[config.mk]
export PLATFORM = sky130hd
export DESIGN_NAME = psie_regs
export DESIGN_NICKNAME = d
export VERILOG_FILES = /design/src/logic/psie_pkg.sv /design/src/logic/psie_flag_latch.sv /design/src/logic/psie_regs.sv
export SDC_FILE = /design/constraint.sdc
export NUM_CORES = 1
export LEC_CHECK = 0
export BUFFER_PORTS_ARGS = -buffer_cell sky130_fd_sc_hd__buf_2
export CORE_ASPECT_RATIO = 0.7
export CORE_MARGIN = 2
export CORE_UTILIZATION = 45
export DETAILED_ROUTE_END_ITERATION = 6
export GPL_TIMING_DRIVEN = 0
export HOLD_SLACK_MARGIN = 0.12
export PLACE_DENSITY = 0.75
export SYNTH_ARGS = -nofsm -noshare
export SYNTH_HDL_FRONTEND = slang
export SYNTH_SLANG_ARGS = --single-unit
export TNS_END_PERCENT = 100
[constraint.sdc]
create_clock -name pclk -period 1.3 [get_ports pclk]
set_input_delay 0.065 -clock pclk [delete_from_list [all_inputs] [get_ports pclk]]
set_output_delay 0.065 -clock pclk [all_outputs]
set_load 0.1 [all_outputs]
[src/logic/psie_pkg.sv]
// Package: register map, field layout, reset values and carrier types of the PHY status block
package psie_pkg;

  // Register indices as printed; the byte address is four times the index
  localparam logic [7:0] REG_IDX_STATUS = 8'h11;
  localparam logic [7:0] REG_IDX_MASK = 8'h12;
  localparam logic [7:0] REG_IDX_EVENTS = 8'h13;
  localparam logic [7:0] REG_IDX_CONFIG = 8'h14;
  localparam int PADDR_W = 8;
  localparam logic [7:0] ADDR_STATUS = 8'(REG_IDX_STATUS * 4);
  localparam logic [7:0] ADDR_MASK = 8'(REG_IDX_MASK * 4);
  localparam logic [7:0] ADDR_EVENTS = 8'(REG_IDX_EVENTS * 4);
  localparam logic [7:0] ADDR_CONFIG = 8'(REG_IDX_CONFIG * 4);

  // Status word field positions
  localparam int ST_SPEED_LSB = 14;
  localparam int ST_DUPLEX = 13;
  localparam int ST_PAGE = 12;
  localparam int ST_RESOLVED = 11;
  localparam int ST_LINK = 10;
  localparam int ST_XOVER_CD = 9;
  localparam int ST_XOVER_AB = 8;
  localparam int ST_GIG_MASKED = 7;
  localparam int ST_SLEEP = 6;
  localparam int ST_CHAN_POL_LSB = 2;
  localparam int ST_POL10 = 1;
  localparam int ST_JABBER = 0;

  // Speed encodings
  localparam logic [1:0] SPEED_10 = 2'h0;
  localparam logic [1:0] SPEED_100 = 2'h1;
  localparam logic [1:0] SPEED_1000 = 2'h2;

  // Event bit positions, shared by the enable word and the event status word
  localparam int EV_AN_ERROR = 15;
  localparam int EV_SPEED = 14;
  localparam int EV_DUPLEX = 13;
  localparam int EV_PAGE = 12;
  localparam int EV_AN_DONE = 11;
  localparam int EV_LINK = 10;
  localparam int EV_FALSE_CARRIER = 8;
  localparam int EV_XOVER = 6;
  localparam int EV_DOWNSHIFT = 5;
  localparam int EV_SLEEP = 4;
  localparam int EV_WAKE = 3;
  localparam int EV_MAC_IF_ERR = 2;
  localparam int EV_POLARITY = 1;
  localparam int EV_JABBER = 0;

  // Config word: interrupt pin polarity bit
  localparam int CFG_IRQ_ACTIVE_LOW = 13;

  // Reset values and writable / implemented bit masks
  localparam logic [15:0] MASK_RST = 16'h0000;
  localparam logic [15:0] MASK_WR = 16'hFD7F;
  localparam logic [15:0] EVENTS_VALID = 16'hFD7F;
  localparam logic [15:0] CONFIG_RST = 16'h2000;
  localparam logic [15:0] CONFIG_WR = 16'h2000;

  // Live status from the transceiver core
  typedef struct packed {
    logic [1:0] speed;
    logic full_duplex;
    logic an_resolved;
    logic an_running;
    logic link_up;
    logic xover_cd;
    logic xover_ab;
    logic gig_masked;
    logic sleeping;
    logic [3:0] chan_pol_rev;
    logic pol10_ok;
    logic jabber;
  } psie_core_status_t;

  // Reset snapshot: 10 Mbps polarity reads correct, everything else zero
  localparam psie_core_status_t CORE_STATUS_RST = '{
    speed: SPEED_10, full_duplex: 1'b0, an_resolved: 1'b0, an_running: 1'b0,
    link_up: 1'b0, xover_cd: 1'b0, xover_ab: 1'b0, gig_masked: 1'b0,
    sleeping: 1'b0, chan_pol_rev: 4'h0, pol10_ok: 1'b1, jabber: 1'b0};

  // One-cycle event pulses from the transceiver core
  typedef struct packed {
    logic page_rx;
    logic an_error;
    logic false_carrier;
    logic wake_packet;
    logic mac_if_error;
  } psie_core_pulse_t;

endpackage

[src/logic/psie_flag_latch.sv]
// Sticky flag bank: set by hardware, cleared as a whole by a read strobe
`timescale 1ns/1ps
module psie_flag_latch #(
  parameter int W = 16
) (
  input wire logic pclk,
  input wire logic presetn,
  input wire logic [W-1:0] set_in,
  input wire logic clear_in,
  output logic [W-1:0] flags
);

  logic [W-1:0] state_reg;
  logic [W-1:0] state_next;

  // Set wins over clear so that an event in the clearing cycle survives
  always_comb
  begin
    state_next = set_in | (state_reg & ~{W{clear_in}});
  end

  always_ff @(posedge pclk or negedge presetn)
  begin
    if (!presetn)
      state_reg <= '0;
    else
      state_reg <= state_next;
  end

  assign flags = state_reg;

endmodule

[src/logic/psie_regs.sv]
// PHY status word, interrupt enable word, event status and interrupt pin behind APB
//
// Notes on behaviour
// - Bits 15:14 show speed: 00 10M, 01 100M, 10 1000M, 11 reserved.
// - Bit 13 shows duplex: one full, zero half.
// - Bit 12 latches page received; reading the status word clears it.
// - Bit 11 set when negotiation done or disabled, else zero.
// - Bit 10 shows link up (one) or down (zero).
// - Bit 9 crossover of pairs C/D, bit 8 of pairs A/B; one crossed.
// - Bit 7 set while negotiating with gigabit abilities masked.
// - Bit 6 shows sleep (one) or active (zero).
// - Bits 5:2 per-channel polarity D..A, valid only linked at 1000M.
// - Bit 1 shows 10M polarity, one correct; resets to one.
// - Bit 0 mirrors jabber; reading the status word does not clear it.
// - An event interrupts only when its enable bit is set.
// - Enables at bits 15..10 for error, speed, duplex, page, done, link.
// - Enables false carrier 8, crossover 6, downshift 5, sleep 4; 9, 7 read zero.
// - Enables wake 3, MAC interface error 2, polarity 1, jabber 0; reset off.
// - Event flags set whenever the event occurs, enabled or not.
// - Event flags stay latched until the event word is read, which clears them.
// - Interrupt pin active low when config bit 13 is one, its default.
`timescale 1ns/1ps
module psie_regs (
  input wire logic pclk,
  input wire logic presetn,
  input wire logic psel,
  input wire logic penable,
  input wire logic pwrite,
  input wire logic [psie_pkg::PADDR_W-1:0] paddr,
  input wire logic [31:0] pwdata,
  output logic [31:0] prdata,
  output logic pready,
  output logic pslverr,
  input wire psie_pkg::psie_core_status_t core_status,
  input wire psie_pkg::psie_core_pulse_t core_pulse,
  output logic irq_pin
);

  ////////////////////////////////////////////////////////////////////////////
  // State

  typedef struct packed {
    psie_pkg::psie_core_status_t snap;
    logic [15:0] mask;
    logic [15:0] config_word;
    logic [31:0] rdata;
    logic ready;
    logic slverr;
    logic irq;
  } psie_state_t;

  localparam psie_state_t STATE_RST = '{
    snap: psie_pkg::CORE_STATUS_RST,
    mask: psie_pkg::MASK_RST,
    config_word: psie_pkg::CONFIG_RST,
    rdata: 32'h0000_0000,
    ready: 1'b0,
    slverr: 1'b0,
    irq: 1'b1};

  psie_state_t st_reg;
  psie_state_t st_next;

  logic [15:0] event_set;
  logic [15:0] event_flags;
  logic [0:0] page_flag;
  logic clear_status;
  logic clear_events;
  logic setup_phase;
  logic access_done;
  logic [15:0] status_word;

  ////////////////////////////////////////////////////////////////////////////
  // Bus phases

  // Setup is seen one cycle ahead so the answer comes with no wait state
  assign setup_phase = psel & ~penable;
  assign access_done = psel & penable & st_reg.ready;

  // Read clears act at the decode edge, with the capture, so no event slips in between
  assign clear_status = setup_phase & ~pwrite & (paddr == psie_pkg::ADDR_STATUS);
  assign clear_events = setup_phase & ~pwrite & (paddr == psie_pkg::ADDR_EVENTS);

  ////////////////////////////////////////////////////////////////////////////
  // Event detection

  // Level changes compare the live core status with last cycle's snapshot
  always_comb
  begin
    event_set = 16'h0000;
    event_set[psie_pkg::EV_AN_ERROR] = core_pulse.an_error;
    event_set[psie_pkg::EV_SPEED] = core_status.speed != st_reg.snap.speed;
    event_set[psie_pkg::EV_DUPLEX] = core_status.full_duplex != st_reg.snap.full_duplex;
    event_set[psie_pkg::EV_PAGE] = core_pulse.page_rx;
    event_set[psie_pkg::EV_AN_DONE] = core_status.an_resolved & ~st_reg.snap.an_resolved;
    event_set[psie_pkg::EV_LINK] = core_status.link_up != st_reg.snap.link_up;
    event_set[psie_pkg::EV_FALSE_CARRIER] = core_pulse.false_carrier;
    event_set[psie_pkg::EV_XOVER] = (core_status.xover_cd != st_reg.snap.xover_cd)
      | (core_status.xover_ab != st_reg.snap.xover_ab);
    event_set[psie_pkg::EV_DOWNSHIFT] = core_status.gig_masked & ~st_reg.snap.gig_masked;
    event_set[psie_pkg::EV_SLEEP] = core_status.sleeping != st_reg.snap.sleeping;
    event_set[psie_pkg::EV_WAKE] = core_pulse.wake_packet;
    event_set[psie_pkg::EV_MAC_IF_ERR] = core_pulse.mac_if_error;
    event_set[psie_pkg::EV_POLARITY] = (core_status.pol10_ok != st_reg.snap.pol10_ok)
      | (core_status.chan_pol_rev != st_reg.snap.chan_pol_rev);
    event_set[psie_pkg::EV_JABBER] = core_status.jabber & ~st_reg.snap.jabber;
  end

  // Flags latch independent of the enables; reserved positions never set
  psie_flag_latch #(
    .W(16)
  ) u_event_flags (
    .pclk(pclk),
    .presetn(presetn),
    .set_in(event_set & psie_pkg::EVENTS_VALID),
    .clear_in(clear_events),
    .flags(event_flags)
  );

  // Page-received copy in the status word has its own clear-on-read
  psie_flag_latch #(
    .W(1)
  ) u_page_flag (
    .pclk(pclk),
    .presetn(presetn),
    .set_in(core_pulse.page_rx),
    .clear_in(clear_status),
    .flags(page_flag)
  );

  ////////////////////////////////////////////////////////////////////////////
  // Status word assembly

  // Built from the registered snapshot so a read sees one consistent cycle
  always_comb
  begin
    status_word = 16'h0000;
    status_word[psie_pkg::ST_SPEED_LSB +: 2] = st_reg.snap.speed;
    status_word[psie_pkg::ST_DUPLEX] = st_reg.snap.full_duplex;
    status_word[psie_pkg::ST_PAGE] = page_flag[0];
    status_word[psie_pkg::ST_RESOLVED] = st_reg.snap.an_resolved;
    status_word[psie_pkg::ST_LINK] = st_reg.snap.link_up;
    status_word[psie_pkg::ST_XOVER_CD] = st_reg.snap.xover_cd;
    status_word[psie_pkg::ST_XOVER_AB] = st_reg.snap.xover_ab;
    // Masking only means something while negotiation runs
    status_word[psie_pkg::ST_GIG_MASKED] = st_reg.snap.gig_masked
      & st_reg.snap.an_running;
    status_word[psie_pkg::ST_SLEEP] = st_reg.snap.sleeping;
    // Channel polarity is forced to normal unless linked at gigabit speed
    if (st_reg.snap.link_up && (st_reg.snap.speed == psie_pkg::SPEED_1000))
    begin
      status_word[psie_pkg::ST_CHAN_POL_LSB +: 4] = st_reg.snap.chan_pol_rev;
    end
    status_word[psie_pkg::ST_POL10] = st_reg.snap.pol10_ok;
    status_word[psie_pkg::ST_JABBER] = st_reg.snap.jabber;
  end

  ////////////////////////////////////////////////////////////////////////////
  // Next state

  always_comb
  begin
    st_next = st_reg;
    st_next.snap = core_status;
    st_next.ready = setup_phase;
    st_next.slverr = 1'b0;
    st_next.rdata = 32'h0000_0000;

    // Decode at setup; read data and error stand through the access phase
    if (setup_phase)
    begin
      case (paddr)
        psie_pkg::ADDR_STATUS:
        begin
          if (!pwrite)
            st_next.rdata = {16'h0000, status_word};
        end
        psie_pkg::ADDR_MASK:
        begin
          if (!pwrite)
            st_next.rdata = {16'h0000, st_reg.mask};
        end
        psie_pkg::ADDR_EVENTS:
        begin
          if (!pwrite)
            st_next.rdata = {16'h0000, event_flags};
        end
        psie_pkg::ADDR_CONFIG:
        begin
          if (!pwrite)
            st_next.rdata = {16'h0000, st_reg.config_word};
        end
        default:
        begin
          st_next.slverr = 1'b1; // Unmapped address answers with an error
        end
      endcase
    end

    // Writes land at the completing edge; read-only words drop them
    if (access_done && pwrite)
    begin
      case (paddr)
        psie_pkg::ADDR_MASK:
        begin
          st_next.mask = pwdata[15:0] & psie_pkg::MASK_WR;
        end
        psie_pkg::ADDR_CONFIG:
        begin
          st_next.config_word = pwdata[15:0] & psie_pkg::CONFIG_WR;
        end
        default:
        begin
          st_next.mask = st_reg.mask; // Status and event words ignore writes
        end
      endcase
    end

    // Pin level: asserted while any enabled flag is pending, inverted if active low
    st_next.irq = (|(event_flags & st_reg.mask))
      ^ st_reg.config_word[psie_pkg::CFG_IRQ_ACTIVE_LOW];
  end

  ////////////////////////////////////////////////////////////////////////////
  // State register

  // Reset loads constants only; the snapshot catches up on the first edge
  always_ff @(posedge pclk or negedge presetn)
  begin
    if (!presetn)
      st_reg <= STATE_RST;
    else
      st_reg <= st_next;
  end

  ////////////////////////////////////////////////////////////////////////////
  // Outputs

  // All outputs come straight from the state register
  assign prdata = st_reg.rdata;
  assign pready = st_reg.ready;
  assign pslverr = st_reg.slverr;
  assign irq_pin = st_reg.irq;

endmodule

==> metrics <==
outcome complete, but fails checks; failing checks negative setup slack; crit path buf inv count 3; flops & latches, synth 67; number of flip-flops in the largest register 31; Min Clock Period, post-route 1.47 ns; Die Area 0.00735 sq mm; Synth top cells by count dfrtp_1, buf_4, mux2_2; clk_lat worst skew 0.35 ns; Synth area leaders dfrtp_1, mux2_2, buf_4, a22oi_1, xor2_1; initial cell density of the core 47.4%; CTS tree built; min-delay src paddr[4]; row count 24; # IOs 101; crit-path max cell delay 0.47 ns; PD cells 1090 mW/mm^2; CP cell instances nand4_1 > inv_1 > and4b_1 > buf_6 > clkbuf_16 > mux2_4; Area Overhead vs Synth 45.9%; gr usage total 20.6%; Ant. Diodes 0; PnR Total Power 4.77 mW; Worst slew margin 46.2%; R2R setup slack -0.17 ns; hold depth 4; routed length per instance 14.6 um; Mean Syn Cell Area 12.4 sq um; Post-DRT Antenna Nets 0; Max H-tree Level 3; share of the synthesized area in the top cell type 53.4%; Critical Path RT 1.53 ns; initial antenna violation count 0; hold endpoint prdata[7]; Via density 4.72; RSZ-0062 raised after global routing true; crit path kind register to register; gr ovfl total 0; MaxCap Viol Count 0; Synth Flop Type dfrtp_1; Startpoint Class register; Lkg Pwr 2.11 nW; Top delay family on crit path flip-flops; Core ar. 0.00634 sq mm; worst r2r src pready; drt first pass iters 4; skew final 0.00550 ns; Die X 102 um; ys async rst share 100%; share of layout cells above drive strength 1 45.0%; WP data arrival 1.70 ns; post-synth cell types 39; port bufs 65; final worst slack -0.167 ns; Synth Warn # 0; total negative slack -2.23 ns; Peak VDD IR 0.000693 V; Detail Placement HPWL 4.59 mm; EDFF count, synth 0; Starting DRT DRC Count 113; f_max 682 MHz; final hold viol count 0; gr busiest metal met2; register area share after synthesis 56.0%; Mapped Cells 242; leading area contributor after synthesis dfrtp_1; CP endpoint kind register; R2R Path End st_reg[63]; vias in the first global route 2,319; worst r2r path cells 6; Mapped Area 0.00300 sq mm; DR DRC count 0; GR Util met1 27.8%; clock root cell clkbuf_8; Final nets 450; critical path fanouts, max 5; routed wire length 6.99 mm; cell with the most instances after synthesis dfrtp_1; final setup fails 15; Hold Path Class input pin to register; Final period util 113%; Die Span Y 72.3 um; Routability Congestion 0.833; first-pass GRT wire length 11.2 mm; slowest CP cell dfrtp_4; GR Util met3 7.71%; CTS buffer count 9; GR met2 Demand/Resource 31.2%; DR vias 2,265; worst slew pin tran 0.806 ns; clock slew at reported path FFs 0.07 ns; CTS Buffer Depth 2; Slew Viols, Final 0; pin count of the biggest net entering global routing 68; sinks on the clock net 67
where the power goes:
part / internal [mW] / leakage, nW / switching [mW]
Clock: 1.18 / 0.113 / 0.771
Sequential: 2.12 / 0.809 / 0.0214
Combinational: 0.244 / 1.19 / 0.428
how the worst max path moves through the flow:
stage,startpoint,depth (start not counted),slack [ns],end
after floorplan,pready,6,-0.38,st_reg[51]
after global placement,paddr[0],5,-0.63,u_event_flags.flags[1]
after detailed placement,paddr[0],5,-0.64,u_event_flags.flags[1]
after CTS,pready,6,-0.17,st_reg[66]
after global routing,pready,6,-0.20,st_reg[65]
final,pready,6,-0.17,st_reg[63]
cell usage in the layout (no fill, tap or decap), drive strengths merged, types with 3 or more instances in the layout:
cell	instances
inv	5
nor2	22
a32oi	4
dfstp	3
buf	111
nand4	3
dlygate4sd3	37
conb	16
mux2	27
clkbuf	20
a22oi	14
nand2	7
xor2	10
dfrtp	64
a21o	8
xnor2	4
a22o	4
nor2b	3
worst register-to-register path, cell delays in order (launching register included):
cell and delay [ns]:
dfrtp_4 0.47, nand4_1 0.07, inv_1 0.05, and4b_1 0.18, buf_6 0.13, clkbuf_16 0.16
mux2_4 0.30
final cells by class:
class	count	area, sq um
fillers	463	1960
clock inverters	4	72.6
inverters	5	18.8
flip-flops and latches	67	1680
well taps	91	114
clock buffers	12	155
repair buffers	116	842
multi-input cells	145	1180
plain buffers	40	309
logic make-up after synthesis:
logic type,Yosys count,synth area share (%)
AND/OR/NAND/NOR,46,8.72
other,1,0.125
flip-flops,67,56.0
AO/OA/AOI/OAI,41,10.6
XOR/XNOR,14,4.09
buffers and inverters,45,10.0
multiplexers,28,10.5
metrics by stage:
stage	utilization (%)	hold slack (ns)	instances	setup WS [ns]	cell area [sq um]
6_report	69.1	0.167	480	-0.167	4380
5_1_grt	69.1	0.147	480	-0.199	4380
4_1_cts	68.3	0.130	477	-0.167	4330
3_5_place_dp	56.3	0.178	413	-0.640	3560
3_3_place_gp	56.2	0.176	413	-0.628	3560
2_1_floorplan	-	-0.231	257	-0.377	3120
layer usage:
layer | vias up | share of wire, % | wire, um
li1 | 1084 | - | -
met1 | 1092 | 45 | 3110
met2 | 81 | 48 | 3330
met3 | 8 | 6.6 | 460
met4 | 0 | 1.2 | 87
met5 | - | 0 | 0
repair_timing:
| item | in CTS | in global routing |
|---|---|---|
| pin swaps | 8 | 4 |
| hold buffers | 37 | 0 |
| endpoints found under the setup margin | 34 | 48 |
| endpoints found under the hold margin | 112 | 0 |
| resized for setup | 16 | 8 |
| buffers inserted | 10 | 3 |
| gates cloned | 1 | 0 |
(Power assumes the default switching activity.)
